## src/verilog/cio_pkg.sv

```systemverilog
/*
 * Package for the CAN interrupt-enable and receive-overflow register block.
 * It holds the register offsets, field positions, masks and AXI4-Lite responses.
 * It assumes a 32-bit AXI4-Lite bus and a 12-bit byte address.
 */
`default_nettype none

package cio_pkg;

    localparam int ADDR_W = 12;
    localparam int DATA_W = 32;
    localparam int NUM_BUF = 16;
    localparam int NUM_SRC = 8;

    // register byte offsets
    localparam logic [ADDR_W-1:0] OFS_IRQ_ENABLE = 12'h000;
    localparam logic [ADDR_W-1:0] OFS_RX_OVF_LOW = 12'h004;
    localparam logic [ADDR_W-1:0] OFS_IRQ_PENDING = 12'h008;

    // enable bit positions
    localparam int BIT_TX_BUFFER = 0;
    localparam int BIT_RX_BUFFER = 1;
    localparam int BIT_RX_OVERFLOW = 2;
    localparam int BIT_FIFO_ALMOST_FULL = 3;
    localparam int BIT_ERROR = 5;
    localparam int BIT_BUS_WAKEUP = 6;
    localparam int BIT_INVALID_MSG = 7;

    // implemented enable bits: 7..5 and 3..0
    localparam logic [NUM_SRC-1:0] IRQ_ENABLE_MASK = 8'hef;
    localparam logic [NUM_SRC-1:0] IRQ_ENABLE_RESET = 8'h00;
    localparam logic [NUM_BUF-1:0] RX_OVF_RESET = 16'h0000;

    localparam logic [1:0] RESP_OKAY = 2'h0;
    localparam logic [1:0] RESP_SLVERR = 2'h2;

endpackage

`default_nettype wire

```

## src/verilog/cio_sticky_flag.sv

```systemverilog
/*
 * One sticky flag: set by hardware, cleared by software, set wins.
 * Assumes set and clear are single-cycle requests on the same clock.
 */
`default_nettype none

module cio_sticky_flag (
    input wire logic aclk,
    input wire logic aresetn,
    input wire logic set,
    input wire logic clr,
    output logic flag
);

    always_ff @(posedge aclk) begin
        if (!aresetn) begin
            flag <= 1'b0;
        end else if (set) begin
            flag <= 1'b1;
        end else if (clr) begin
            flag <= 1'b0;
        end
    end

endmodule

`default_nettype wire

```

## src/verilog/cio_regs.sv

```systemverilog
/*
 * CAN interrupt-enable register and receive buffer overflow register (buffers 0..15),
 * reached over AXI4-Lite, with a gated interrupt request output.
 * Assumes event flags are levels from the interrupt flag logic and that
 * wr_to_full pulses when a received message is directed to a full buffer.
 */
// Decided for this implementation: the AXI4-Lite slave port and the address map.
`default_nettype none

// How it works
// - enable bits 7,6,5,3,2,1,0 for seven event sources, individually writable.
// - an enable bit at one lets its source raise an interrupt request.
// - an enable bit at zero blocks its source; all enables zero after reset.
// - one overflow flag per buffer 0..15, set on a write to a full buffer.
// - overflow flags stay set until software clears; software cannot set; reset zero.

module cio_regs #(
    parameter int ADDR_W = cio_pkg::ADDR_W,
    parameter int NUM_BUF = cio_pkg::NUM_BUF
) (
    input wire logic aclk,
    input wire logic aresetn,
    input wire logic [ADDR_W-1:0] awaddr,
    input wire logic [2:0] awprot,
    input wire logic awvalid,
    output logic awready,
    input wire logic [31:0] wdata,
    input wire logic [3:0] wstrb,
    input wire logic wvalid,
    output logic wready,
    output logic [1:0] bresp,
    output logic bvalid,
    input wire logic bready,
    input wire logic [ADDR_W-1:0] araddr,
    input wire logic [2:0] arprot,
    input wire logic arvalid,
    output logic arready,
    output logic [31:0] rdata,
    output logic [1:0] rresp,
    output logic rvalid,
    input wire logic rready,
    input wire logic [cio_pkg::NUM_SRC-1:0] event_flags,
    input wire logic [NUM_BUF-1:0] wr_to_full,
    output logic [cio_pkg::NUM_SRC-1:0] irq_req,
    output logic irq,
    output logic [NUM_BUF-1:0] rx_buffer_overflow_flag
);

    ////////////////////////////////////////////////////////////////////////////
    // write channel capture

    logic aw_held;
    logic w_held;
    logic [ADDR_W-1:0] aw_addr_q;
    logic [31:0] w_data_q;
    logic [3:0] w_strb_q;
    logic aw_hs;
    logic w_hs;
    logic do_write;
    logic next_aw_held;
    logic next_w_held;

    assign aw_hs = awvalid & awready;
    assign w_hs = wvalid & wready;
    assign do_write = aw_held & w_held & ~bvalid;
    assign next_aw_held = aw_hs | (aw_held & ~do_write);
    assign next_w_held = w_hs | (w_held & ~do_write);

    always_ff @(posedge aclk) begin
        if (!aresetn) begin
            aw_held <= 1'b0;
            awready <= 1'b0;
        end else begin
            aw_held <= next_aw_held;
            awready <= ~next_aw_held;
        end
    end

    always_ff @(posedge aclk) begin
        if (!aresetn) begin
            w_held <= 1'b0;
            wready <= 1'b0;
        end else begin
            w_held <= next_w_held;
            wready <= ~next_w_held;
        end
    end

    always_ff @(posedge aclk) begin
        if (!aresetn) begin
            aw_addr_q <= '0;
        end else if (aw_hs) begin
            aw_addr_q <= awaddr;
        end
    end

    always_ff @(posedge aclk) begin
        if (!aresetn) begin
            w_data_q <= 32'h0000_0000;
            w_strb_q <= 4'h0;
        end else if (w_hs) begin
            w_data_q <= wdata;
            w_strb_q <= wstrb;
        end
    end

    ////////////////////////////////////////////////////////////////////////////
    // write decode

    logic wr_sel_en;
    logic wr_sel_ovf;
    logic wr_sel_pend;
    logic wr_mapped;

    assign wr_sel_en = aw_addr_q[ADDR_W-1:2] == cio_pkg::OFS_IRQ_ENABLE[ADDR_W-1:2];
    assign wr_sel_ovf = aw_addr_q[ADDR_W-1:2] == cio_pkg::OFS_RX_OVF_LOW[ADDR_W-1:2];
    assign wr_sel_pend = aw_addr_q[ADDR_W-1:2] == cio_pkg::OFS_IRQ_PENDING[ADDR_W-1:2];
    assign wr_mapped = wr_sel_en | wr_sel_ovf | wr_sel_pend;

    always_ff @(posedge aclk) begin
        if (!aresetn) begin
            bvalid <= 1'b0;
            bresp <= cio_pkg::RESP_OKAY;
        end else if (do_write) begin
            bvalid <= 1'b1;
            bresp <= wr_mapped ? cio_pkg::RESP_OKAY : cio_pkg::RESP_SLVERR;
        end else if (bready) begin
            bvalid <= 1'b0;
        end
    end

    ////////////////////////////////////////////////////////////////////////////
    // interrupt enable register, one field per event source

    localparam logic [cio_pkg::NUM_SRC-1:0] EN_RST = cio_pkg::IRQ_ENABLE_RESET;

    logic en_wr;
    logic tx_buffer_irq_en;
    logic rx_buffer_irq_en;
    logic rx_overflow_irq_en;
    logic fifo_almost_full_irq_en;
    logic error_irq_en;
    logic bus_wakeup_irq_en;
    logic invalid_message_irq_en;
    logic [cio_pkg::NUM_SRC-1:0] can_interrupt_enable;

    assign en_wr = do_write & wr_sel_en & w_strb_q[0];

    always_ff @(posedge aclk) begin
        if (!aresetn) begin
            tx_buffer_irq_en <= EN_RST[cio_pkg::BIT_TX_BUFFER];
        end else if (en_wr) begin
            tx_buffer_irq_en <= w_data_q[cio_pkg::BIT_TX_BUFFER];
        end
    end

    always_ff @(posedge aclk) begin
        if (!aresetn) begin
            rx_buffer_irq_en <= EN_RST[cio_pkg::BIT_RX_BUFFER];
        end else if (en_wr) begin
            rx_buffer_irq_en <= w_data_q[cio_pkg::BIT_RX_BUFFER];
        end
    end

    always_ff @(posedge aclk) begin
        if (!aresetn) begin
            rx_overflow_irq_en <= EN_RST[cio_pkg::BIT_RX_OVERFLOW];
        end else if (en_wr) begin
            rx_overflow_irq_en <= w_data_q[cio_pkg::BIT_RX_OVERFLOW];
        end
    end

    always_ff @(posedge aclk) begin
        if (!aresetn) begin
            fifo_almost_full_irq_en <= EN_RST[cio_pkg::BIT_FIFO_ALMOST_FULL];
        end else if (en_wr) begin
            fifo_almost_full_irq_en <= w_data_q[cio_pkg::BIT_FIFO_ALMOST_FULL];
        end
    end

    always_ff @(posedge aclk) begin
        if (!aresetn) begin
            error_irq_en <= EN_RST[cio_pkg::BIT_ERROR];
        end else if (en_wr) begin
            error_irq_en <= w_data_q[cio_pkg::BIT_ERROR];
        end
    end

    always_ff @(posedge aclk) begin
        if (!aresetn) begin
            bus_wakeup_irq_en <= EN_RST[cio_pkg::BIT_BUS_WAKEUP];
        end else if (en_wr) begin
            bus_wakeup_irq_en <= w_data_q[cio_pkg::BIT_BUS_WAKEUP];
        end
    end

    always_ff @(posedge aclk) begin
        if (!aresetn) begin
            invalid_message_irq_en <= EN_RST[cio_pkg::BIT_INVALID_MSG];
        end else if (en_wr) begin
            invalid_message_irq_en <= w_data_q[cio_pkg::BIT_INVALID_MSG];
        end
    end

    // unimplemented positions stay zero
    always_comb begin
        can_interrupt_enable = '0;
        can_interrupt_enable[cio_pkg::BIT_TX_BUFFER] = tx_buffer_irq_en;
        can_interrupt_enable[cio_pkg::BIT_RX_BUFFER] = rx_buffer_irq_en;
        can_interrupt_enable[cio_pkg::BIT_RX_OVERFLOW] = rx_overflow_irq_en;
        can_interrupt_enable[cio_pkg::BIT_FIFO_ALMOST_FULL] = fifo_almost_full_irq_en;
        can_interrupt_enable[cio_pkg::BIT_ERROR] = error_irq_en;
        can_interrupt_enable[cio_pkg::BIT_BUS_WAKEUP] = bus_wakeup_irq_en;
        can_interrupt_enable[cio_pkg::BIT_INVALID_MSG] = invalid_message_irq_en;
    end

    ////////////////////////////////////////////////////////////////////////////
    // receive buffer overflow flags

    logic [NUM_BUF-1:0] ovf_clr;

    always_comb begin
        ovf_clr = '0;
        for (int i = 0; i < NUM_BUF; i++) begin
            // writing zero clears, writing one leaves the flag alone
            ovf_clr[i] = do_write & wr_sel_ovf & w_strb_q[i/8] & ~w_data_q[i];
        end
    end

    generate
        for (genvar g = 0; g < NUM_BUF; g++) begin : g_ovf
            cio_sticky_flag u_flag (
                .aclk(aclk),
                .aresetn(aresetn),
                .set(wr_to_full[g]),
                .clr(ovf_clr[g]),
                .flag(rx_buffer_overflow_flag[g])
            );
        end
    endgenerate

    ////////////////////////////////////////////////////////////////////////////
    // interrupt gating

    logic [cio_pkg::NUM_SRC-1:0] next_irq_req;

    assign next_irq_req = event_flags & can_interrupt_enable;

    always_ff @(posedge aclk) begin
        if (!aresetn) begin
            irq_req <= '0;
            irq <= 1'b0;
        end else begin
            irq_req <= next_irq_req;
            irq <= |next_irq_req;
        end
    end

    ////////////////////////////////////////////////////////////////////////////
    // read channel

    logic ar_hs;
    logic rd_sel_en;
    logic rd_sel_ovf;
    logic rd_sel_pend;
    logic [31:0] next_rdata;
    logic [1:0] next_rresp;

    assign ar_hs = arvalid & arready;
    assign rd_sel_en = araddr[ADDR_W-1:2] == cio_pkg::OFS_IRQ_ENABLE[ADDR_W-1:2];
    assign rd_sel_ovf = araddr[ADDR_W-1:2] == cio_pkg::OFS_RX_OVF_LOW[ADDR_W-1:2];
    assign rd_sel_pend = araddr[ADDR_W-1:2] == cio_pkg::OFS_IRQ_PENDING[ADDR_W-1:2];

    always_comb begin
        next_rdata = 32'h0000_0000;
        next_rresp = cio_pkg::RESP_OKAY;
        if (rd_sel_en) begin
            next_rdata[7:0] = can_interrupt_enable;
        end else if (rd_sel_ovf) begin
            next_rdata[NUM_BUF-1:0] = rx_buffer_overflow_flag;
        end else if (rd_sel_pend) begin
            next_rdata[7:0] = irq_req;
        end else begin
            next_rresp = cio_pkg::RESP_SLVERR;
        end
    end

    always_ff @(posedge aclk) begin
        if (!aresetn) begin
            arready <= 1'b0;
        end else begin
            arready <= ~ar_hs & (~rvalid | rready);
        end
    end

    always_ff @(posedge aclk) begin
        if (!aresetn) begin
            rvalid <= 1'b0;
            rdata <= 32'h0000_0000;
            rresp <= cio_pkg::RESP_OKAY;
        end else if (ar_hs) begin
            rvalid <= 1'b1;
            rdata <= next_rdata;
            rresp <= next_rresp;
        end else if (rready) begin
            rvalid <= 1'b0;
        end
    end

endmodule

`default_nettype wire

```

## config.mk

```make
export PLATFORM = sky130hd
export DESIGN_NAME = cio_regs
export DESIGN_NICKNAME = d
export VERILOG_FILES = /design/src/verilog/cio_pkg.sv /design/src/verilog/cio_sticky_flag.sv /design/src/verilog/cio_regs.sv
export SDC_FILE = /design/constraint.sdc
export NUM_CORES = 1
export LEC_CHECK = 0
export BUFFER_PORTS_ARGS = -buffer_cell sky130_fd_sc_hd__clkbuf_2
export CORE_MARGIN = 5
export CORE_UTILIZATION = 42
export DETAILED_ROUTE_END_ITERATION = 10
export GPL_TIMING_DRIVEN = 0
export PLACE_DENSITY = 0.78
export SLEW_MARGIN = 30
export SYNTH_ARGS = -nofsm -noshare
export SYNTH_HDL_FRONTEND = slang
export SYNTH_SLANG_ARGS = --single-unit
```

## constraint.sdc

```tcl
create_clock -name aclk -period 1.9 [get_ports aclk]
set_input_delay 0.38 -clock aclk [delete_from_list [all_inputs] [get_ports aclk]]
set_output_delay 0.38 -clock aclk [all_outputs]
set_load 0.005 [all_outputs]
```

==> results of run 1 <==
## flip-flops by register name, summed over array words and instances, names as in the netlist, 2 cells and up
| signal | cells |
|---|---|
| rdata | 16 |
| w_strb_q | 2 |
| irq_req | 7 |
| aw_addr_q | 10 |
| g_ovf.u_flag.flag | 16 |
| w_data_q | 16 |
## logic make-up after synthesis
family | after synthesis | share of synthesized area (%)
and+or+nand+nor | 138 | 20.34
AOI/OAI and AO/OA | 95 | 17.30
DFF | 84 | 48.73
buffers and inverters | 52 | 9.463
muxes | 14 | 4.061
other | 1 | 0.1087
## power groups by stage
stage                     Clock [µW]  Combinational (µW)  Sequential, µW
after floorplan                    0                 242            1900
after global placement             0                 387            1910
after detailed placement           0                 397            1910
after CTS                       1170                 399            1870
after global routing            1250                 446            1880
final                           1140                 397            1870
## synth_stat cells
| cell type | count | area (µm²) |
|---|---|---|
| dfxtp_1 | 84 | 1682 |
| nand2_1 | 74 | 277.8 |
| a21oi_1 | 50 | 250.2 |
| buf_4 | 35 | 262.8 |
| nor2_1 | 25 | 93.84 |
| a22o_1 | 16 | 140.1 |
| o21ai_0 | 16 | 80.08 |
| clkbuf_1 | 15 | 56.30 |
| mux2i_1 | 14 | 140.1 |
| and2_1 | 11 | 68.82 |
| and3_1 | 8 | 50.05 |
| o221a_2 | 7 | 78.83 |
| nor4_4 | 4 | 85.08 |
| nand2b_1 | 3 | 18.77 |
| nand3b_1 | 3 | 22.52 |
| a22oi_1 | 2 | 15.01 |
| nor2b_1 | 2 | 12.51 |
| or4_1 | 2 | 15.01 |
| or4_4 | 2 | 22.52 |
| a2111oi_0 | 1 | 8.760 |
| a211oi_1 | 1 | 7.510 |
| a222oi_1 | 1 | 10.01 |
| a31oi_1 | 1 | 6.260 |
| buf_1 | 1 | 3.750 |
| conb_1 | 1 | 3.750 |
| inv_2 | 1 | 3.750 |
| nand3b_2 | 1 | 11.26 |
| nor3_1 | 1 | 5.000 |
| nor3_2 | 1 | 10.01 |
| or3b_2 | 1 | 8.760 |
## stage by stage
step	utilization, %	hold WS (ps)	cell area (µm²)
after floorplan	-	435.6	3518
after global placement	52.03	442.3	4210
after detailed placement	52.03	448.1	4210
after CTS	54.24	235.2	4389
after global routing	54.33	243.1	4397
final	54.33	254.1	4397
## repair_timing
| item | in CTS | in global routing |
|---|---|---|
| setup buffers | 0 | 1 |
| endpoints found under the setup margin | 0 | 7 |
| gates resized for setup | 0 | 0 |
| hold endpoints to repair | 0 | 0 |
## metal layers
layer / share of wire (%) / global-route usage (%) / vias to the layer above
met2: 51 / 31.75 / 98
met5: 0 / 0 / -
met4: 0.80 / 6.114 / 0
li1: - / - / 1563
met3: 7.0 / 3.945 / 7
met1: 41 / 20.39 / 1442
## tightest hold or removal path, stage by stage
cell,delay [ps]
clkbuf_2,80
nand2_1,40
a21oi_1,50
## area by class of cell
cell class / count / area, µm² / area share, %
sequential: 84 / 1682 / 38.25
multi-input combinational: 266 / 1510 / 34.35
timing repair buffer: 113 / 568.0 / 12.92
buffer: 51 / 322.8 / 7.342
clock buffer: 12 / 155.1 / 3.529
tap: 105 / 131.4 / 2.988
clock inverter: 4 / 23.77 / 0.5407
inverter: 1 / 3.754 / 0.08537
## worst min path at each step
stage                            endpoint  slack [ps]  cells after the start
2_1_floorplan   aw_addr_q[4]$_SDFFE_PN0P_         440                      2
3_3_place_gp   aw_addr_q[11]$_SDFFE_PN0P_         440                      2
3_5_place_dp   aw_addr_q[11]$_SDFFE_PN0P_         450                      2
4_1_cts         w_data_q[12]$_SDFFE_PN0P_         240                      3
5_1_grt          w_data_q[3]$_SDFFE_PN0P_         240                      3
6_report        w_data_q[11]$_SDFFE_PN0P_         250                      3
==> results_dict.tcl, run 1 <==
set metrics [dict create \
    outcome "complete, no violations" \
    ir_drop_uv 298.1 \
    grt_pass1_wl_mm 14.10 \
    finalHoldViolations 0 \
    root_buffer "clkbuf_8" \
    cpLargestDelayFamily "simple AND/OR/NAND/NOR gates" \
    p_leak_uw 0.002051 \
    worst-path-buf-inv 0 \
    wl_per_cell_um 14.10 \
    start_util_pct 42.64 \
    cp_max_fo 8 \
    critical_path_class "reg2reg" \
    syn2layout_area_growth_pct 27.41 \
    cp_data_arrival_time_ps 1970 \
    numClockSinks 84 \
    fmax_ghz 0.5641 \
    worstSetupEndpointType "flip-flop" \
    gp_congestion 0.8067 \
    final_common_cell "clkbuf_2" \
    finalSetupViolations 0 \
    vias 3110 \
    route.detailed.drc 0 \
    antenna_cells 0 \
    clkTransAtPathRegs_ps 80 \
    routed_wl_mm 8.968 \
    row_count 33 \
    detailed_place_hpwl_mm 6.978 \
    insertion_delay_ps 340 \
    worstHoldStart "wdata[11]" \
    drt_pass1_iterations 4 \
    synth-seq-cells 84 \
    crit_path_cell_trace "or4_4 -> nor4_4 -> a21oi_1" \
    maxCapViolCount 0 \
    r2r-end "g_ovf[10].u_flag.flag$_SDFFE_PN0P_" \
    die_w_um 100.6 \
    syn_area_mm2 0.003451 \
    grt_pass1_vias 3022 \
    totalPowerFinal_uw 3413 \
    drive_gt1_share_pct 33.90 \
    seqPwrFrac_pct 54.9 \
    fin_setup_tns_ps 0 \
    synth_cell_types 30 \
    grt_antenna_before_repair 0 \
    p_int_uw 2559 \
    r2r-start "aw_addr_q[11]$_SDFFE_PN0P_" \
    numCtsBuffers 9 \
    h-tree-depth 3 \
    worstMarginPinSlew_ps 815.1 \
    setup_ws_ps 127.2 \
    core_mm2 0.008093 \
    layout_min_cycle_time_ps 1773 \
    p_per_area_mw_per_mm2 776.2 \
    cts_buffer_depth 2 \
    grt_use_total_pct 17.62 \
    nNetsFinal 623 \
    cp-endpoint "g_ovf[10].u_flag.flag$_SDFFE_PN0P_" \
    antenna_left 0 \
    grt_max_degree 14 \
    fp.dieH_um 100.6 \
    port_buffers 112 \
    rr_worst_depth 3 \
    slowest_delay_ps 600 \
    ff2ff_setup_slack_ps 130 \
    p_clk_share_pct 33.5 \
    required_ps 2100 \
    place_ws_ps -36.19 \
    fillers 781 \
    final_cells 636 \
    ioPinCount 163 \
    pwr-share-comb_pct 11.6 \
    startpoint "aw_addr_q[11]$_SDFFE_PN0P_" \
    skew_ps 13.38 \
    cts_tree "built" \
    start_kind "flip-flop" \
    ys_warn_count 0 \
    ys_seq_area_share_pct 48.73 \
    max_slew_margin_pct 45.66 \
    mostFrequentLayoutCells "112 x clkbuf_2, 84 x dfxtp_1, 74 x nand2_1, 50 x a21oi_1, 36 x buf_4" \
    rsz0062_at_grt "false" \
    hp-class "in2reg" \
    switchingPower_uw 853.5 \
    netlist_instances 384 \
    slew_viol_final 0 \
    via_per_inst 4.890 \
    finalCritPeriodShare_pct 93.31 \
    dieArea_mm2 0.01013 \
    dpl.cell_count 619 \
    grt_overflow 0 \
    ctsHoldBuffers 0 \
    path_depth 3 \
    p_sw_share_pct 25.01 \
    avgSynthCellArea_um2 8.986 \
    dr.first_iter.drc_count 97 \
    cp_slowest_cell "or4_4" \
]
Note: power is estimated with default switching activity, not from simulation.
==> run 2: changes to the inputs <==
--- a/config.mk
+++ b/config.mk
@@ -6,11 +6,13 @@
 export NUM_CORES = 1
 export LEC_CHECK = 0
 export BUFFER_PORTS_ARGS = -buffer_cell sky130_fd_sc_hd__clkbuf_2
+export CORE_ASPECT_RATIO = 1.75
 export CORE_MARGIN = 5
 export CORE_UTILIZATION = 42
 export DETAILED_ROUTE_END_ITERATION = 10
 export GPL_TIMING_DRIVEN = 0
 export PLACE_DENSITY = 0.78
+export SETUP_SLACK_MARGIN = 0.15
 export SLEW_MARGIN = 30
 export SYNTH_ARGS = -nofsm -noshare
 export SYNTH_HDL_FRONTEND = slang
==> run 2 against run 1 <==
  * Worst setup slack gained 97 ps
  * Die area grew 0.70%
  * Critical path depth is the same
  * Final area grew 2.0%
  * Critical endpoint is now g_ovf[11].u_flag.flag$_SDFFE_PN0P_
==> results_dict.tcl, run 2 (same netlist as run 1, synthesis figures left out) <==
set metrics [dict create \
    insertion_delay_ps 330 \
    finalHoldViolations 0 \
    fp.dieH_um 129.9 \
    numCtsBuffers 9 \
    max_slew_margin_pct 55.55 \
    hp-class "in2reg" \
    cts_tree "built" \
    cpLargestDelayFamily "simple AND/OR/NAND/NOR gates" \
    grt_use_total_pct 17.69 \
    vias 3102 \
    dpl.cell_count 604 \
    crit_path_cell_trace "or4_4 -> nor4_4 -> a21oi_1" \
    detailed_place_hpwl_mm 7.148 \
    grt_pass1_wl_mm 13.87 \
    fmax_ghz 0.5969 \
    maxCapViolCount 0 \
    grt_pass1_vias 3026 \
    final_util_pct 56.30 \
    finalCritPeriodShare_pct 88.18 \
    skew_ps 4.861 \
    drive_gt1_share_pct 33.96 \
    cp_max_fo 8 \
    outcome "complete, no violations" \
    route.detailed.drc 0 \
    dr.first_iter.drc_count 171 \
    worstMarginPinSlew_ps 666.8 \
    numClockSinks 84 \
    finalSetupViolations 0 \
    worstSetupEndpointType "flip-flop" \
    gp_congestion 0.9031 \
    layout_min_cycle_time_ps 1675 \
    core_mm2 0.007963 \
    dieArea_mm2 0.01020 \
    cts_resized 0 \
    slew_viol_final 0 \
    grt_antenna_before_repair 0 \
    p_leak_uw 0.002100 \
    ir_drop_uv 578.4 \
    grt_max_degree 13 \
    row_count 43 \
    via_per_inst 5.003 \
    wl_per_cell_um 14.18 \
    antenna_left 0 \
    drt_pass1_iterations 4 \
    clkTransAtPathRegs_ps 60 \
    port_buffers 112 \
    mostFrequentLayoutCells "112 x clkbuf_2, 84 x dfxtp_1, 74 x nand2_1, 50 x a21oi_1, 37 x buf_4" \
    rsz0062_at_grt "false" \
    slowest_delay_ps 600 \
    fillers 760 \
    h-tree-depth 3 \
    reg.largest.list "g_ovf.u_flag.flag (16), rdata (16), w_data_q (16)" \
    grt_overflow 0 \
    p_per_area_mw_per_mm2 866.7 \
    start_util_pct 43.34 \
    hold_slack_ps 265.6 \
    cp_data_arrival_time_ps 1860 \
    cp_slowest_cell "or4_4" \
    ioPinCount 163 \
    syn2layout_area_growth_pct 29.91 \
    critical_path_class "reg2reg" \
    antenna_cells 0 \
    root_buffer "clkbuf_16" \
    place_area_mm2 0.004192 \
    routed_wl_mm 8.794 \
    final_cells 620 \
    final_common_cell "clkbuf_2" \
    start_kind "flip-flop" \
    die_w_um 78.52 \
    cts_buffer_depth 2 \
    nNetsFinal 624 \
    worst-path-buf-inv 0 \
    required_ps 2090 \
    fin_area_mm2 0.004483 \
]
## run 2: changes by cell type in the layout (fill, tap and decap cells not counted)
cell,before,now
buf_4,36,37
clkbuf_1,16,15
clkbuf_16,0,9
clkbuf_8,11,3
clkinv_2,3,2
clkinv_4,1,0
## run 2: worst paths after layout
kind | cells past startpoint | end | start | slack, ps
worst min-delay path | 3 | w_data_q[9]$_SDFFE_PN0P_ | wdata[9] | 270
worst max-delay path | 3 | g_ovf[11].u_flag.flag$_SDFFE_PN0P_ | aw_addr_q[5]$_SDFFE_PN0P_ | 220
worst min register to register | 2 | w_data_q[9]$_SDFFE_PN0P_ | w_data_q[9]$_SDFFE_PN0P_ | 450
worst max register to register | 3 | g_ovf[11].u_flag.flag$_SDFFE_PN0P_ | aw_addr_q[5]$_SDFFE_PN0P_ | 220
## run 2: power by group
part / total, µW / switching, µW / internal, µW
sequential: 1880 / 47.0 / 1830
combinational: 398 / 207 / 191
clock: 1610 / 640 / 972
## run 2: final cells by class
class	instances	area (µm²)	share of cell area [%]
Buffer	51	322.8	7.201
Clock buffer	12	266.5	5.945
Clock inverter	2	10.01	0.2233
Inverter	1	3.754	0.08373
Multi-Input combinational cell	266	1510	33.69
Sequential cell	84	1682	37.51
Tap cell	90	112.6	2.512
Timing Repair Buffer	114	575.6	12.84
## run 2: timing repair
| action | 4_1_cts | 5_1_grt |
|---|---|---|
| endpoints found under the setup margin | 14 | 4 |
| pin swaps | 3 | 1 |
| buffers inserted | 1 | 1 |
| hold buffers | 0 | 0 |
## run 2: metrics by stage
stage	setup TNS, ps	setup WS (ps)	power, µW
after floorplan	0	183.4	2142
after global placement	-4.202	-4.202	2299
after detailed placement	-63.98	-19.21	2311
after CTS	0	211.1	3916
after global routing	0	153.1	4042
final	0	224.6	3885
## run 2: layer usage
layer	part of all wire [%]	up-vias	GRT usage, %
met4	2.3	0	9.475
met1	37	1427	17.31
met3	6.3	14	5.456
met5	0	-	0
met2	54	98	32.75
li1	-	1563	-
## run 2: worst reg2reg max path, cell delays in order (launching register included)
cell,delay [ps]
dfxtp_1,310
or4_4,600
nor4_4,490
a21oi_1,140
==> run 3: changes to the inputs <==
--- a/config.mk
+++ b/config.mk
@@ -8,10 +8,12 @@
 export BUFFER_PORTS_ARGS = -buffer_cell sky130_fd_sc_hd__clkbuf_2
 export CORE_ASPECT_RATIO = 1.75
 export CORE_MARGIN = 5
-export CORE_UTILIZATION = 42
+export CORE_UTILIZATION = 43
+export CTS_BUF_LIST = sky130_fd_sc_hd__clkbuf_4
+export CTS_CLUSTER_DIAMETER = 60
 export DETAILED_ROUTE_END_ITERATION = 10
 export GPL_TIMING_DRIVEN = 0
-export PLACE_DENSITY = 0.78
+export PLACE_DENSITY = 0.8
 export SETUP_SLACK_MARGIN = 0.15
 export SLEW_MARGIN = 30
 export SYNTH_ARGS = -nofsm -noshare
==> run 3 against run 2 <==
  * Via count grew 0.77%
  * Die area shrank 2.1%
  * Cell count grew 0.81%
  * Combinational power is essentially flat
  * Clock power shrank 47%
  * Clock-buffer cell count is the same
  * Final area shrank 3.4%
  * Non-clock buffer count grew 2
  * Fmax grew 2.0%
  * Critical path depth grew 1
  * Register-to-register slack gained 30 ps
  * Total power shrank 19%
  * Critical endpoint is now rx_buffer_irq_en$_SDFFE_PN0P_
==> results_dict.tcl, run 3 (same netlist as run 1, synthesis figures left out) <==
set metrics [dict create \
    vias 3126 \
    p_per_area_mw_per_mm2 723.1 \
    numCtsBuffers 9 \
    fp.dieH_um 128.5 \
    worstMarginPinSlew_ps 653.3 \
    dr.first_iter.drc_count 168 \
    start_kind "flip-flop" \
    slew_viol_final 0 \
    ir_drop_uv 410.3 \
    mostFrequentLayoutCells "112 x clkbuf_2, 84 x dfxtp_1, 74 x nand2_1, 50 x a21oi_1, 39 x buf_4" \
    reg.largest.list "g_ovf.u_flag.flag (16), rdata (16), w_data_q (16)" \
    detailed_place_hpwl_mm 7.224 \
    hold_slack_ps 159.5 \
    fmax_ghz 0.6090 \
    cp_data_arrival_time_ps 2000 \
    port_buffers 112 \
    required_ps 2260 \
    layout_min_cycle_time_ps 1642 \
    via_per_inst 5.002 \
    cp_max_fo 7 \
    numClockSinks 84 \
    antenna_left 0 \
    gp_congestion 0.8701 \
    nNetsFinal 626 \
    finalSetupViolations 0 \
    p_leak_uw 0.002035 \
    ioPinCount 163 \
    drt_pass1_iterations 4 \
    finalCritPeriodShare_pct 86.43 \
    die_w_um 77.72 \
    max_slew_margin_pct 56.45 \
    totalPowerFinal_uw 3131 \
    grt_pass1_wl_mm 14.16 \
    finalHoldViolations 0 \
    grt_use_total_pct 17.90 \
    critical_path_class "reg2reg" \
    rsz0062_at_grt "false" \
    routed_wl_mm 8.875 \
    h-tree-depth 3 \
    worstSetupEndpointType "flip-flop" \
    final_cells 625 \
    place_area_mm2 0.004192 \
    dpl.cell_count 604 \
    hp-class "in2reg" \
    core_mm2 0.007909 \
    wl_per_cell_um 14.20 \
    route.detailed.drc 0 \
    row_count 43 \
    cts_tree "built" \
    maxCapViolCount 0 \
    insertion_delay_ps 420 \
    root_buffer "clkbuf_4" \
    grt_antenna_before_repair 1 \
    final_common_cell "clkbuf_2" \
    clkTransAtPathRegs_ps 120 \
    fin_area_mm2 0.004330 \
    grt_pass1_vias 3109 \
    outcome "complete, no violations" \
    syn2layout_area_growth_pct 25.49 \
    skew_ps 9.158 \
    dieArea_mm2 0.009987 \
    drive_gt1_share_pct 33.90 \
    cts_buffer_depth 2 \
    start_util_pct 43.63 \
    grt_overflow 0 \
    grt_max_degree 13 \
]
==> run 3: cell count changes in the layout (fill, tap and decap cells not counted), sizes merged <==
cell | previous run | this run
buf | 38 | 40
clkinv | 2 | 4
diode | 0 | 1
==> run 3: through the flow <==
stage / worst slack, ps / setup TNS (ps) / utilization [%]
after floorplan: 183.4 / 0 / -
after global placement: 21.96 / 0 / 53.00
final: 257.9 / 0 / 54.75
after CTS: 151.9 / 0 / 54.63
after detailed placement: -16.36 / -74.36 / 53.00
after global routing: 166.9 / 0 / 54.75
==> run 3: worst max-delay path: stages, from the launching register on <==
cell and delay [ps]:
dfxtp_1 340, or4_4 600, nor4_4 220, buf_4 220, mux2i_1 200
==> run 3: worst paths after layout <==
check	startpoint	endpoint	slack (ps)	cells after the start
worst min-delay path	awaddr[8]	aw_addr_q[8]$_SDFFE_PN0P_	160	3
worst min register to register	w_data_q[13]$_SDFFE_PN0P_	w_data_q[13]$_SDFFE_PN0P_	470	2
worst max register to register	aw_addr_q[5]$_SDFFE_PN0P_	rx_buffer_irq_en$_SDFFE_PN0P_	260	4
worst max-delay path	aw_addr_q[5]$_SDFFE_PN0P_	rx_buffer_irq_en$_SDFFE_PN0P_	260	4
==> run 3: final cells by class <==
class / instances / area (µm²)
Clock buffer: 12 / 90.09
Timing Repair Buffer: 116 / 590.6
Sequential cell: 84 / 1682
Clock inverter: 4 / 16.27
Fill cell: 740 / 3578
Buffer: 51 / 322.8
Inverter: 1 / 3.754
Tap cell: 90 / 112.6
Antenna cell: 1 / 2.502
Multi-Input combinational cell: 266 / 1510
==> run 3: repair_timing <==
item	CTS	global route
hold buffers	0	0
pin swaps	2	1
buffers inserted	3	1
resized for setup	0	0
setup endpoints to repair	15	8
endpoints found under the hold margin	0	0
==> run 3: report_power, final <==
group | total, µW | internal [µW] | switching [µW]
sequential | 1870 | 1830 | 46.7
clock | 860 | 300 | 559
combinational | 398 | 191 | 207
total | 3130 | 2320 | 813
==> run 3: routing by layer <==
metal | GRT usage [%] | vias to the layer above | wire length (µm)
met5 | 0 | - | 0
met2 | 33.19 | 110 | 4819
met4 | 8.603 | 0 | 276
met3 | 4.692 | 18 | 571
met1 | 18.15 | 1431 | 3207
li1 | - | 1567 | -
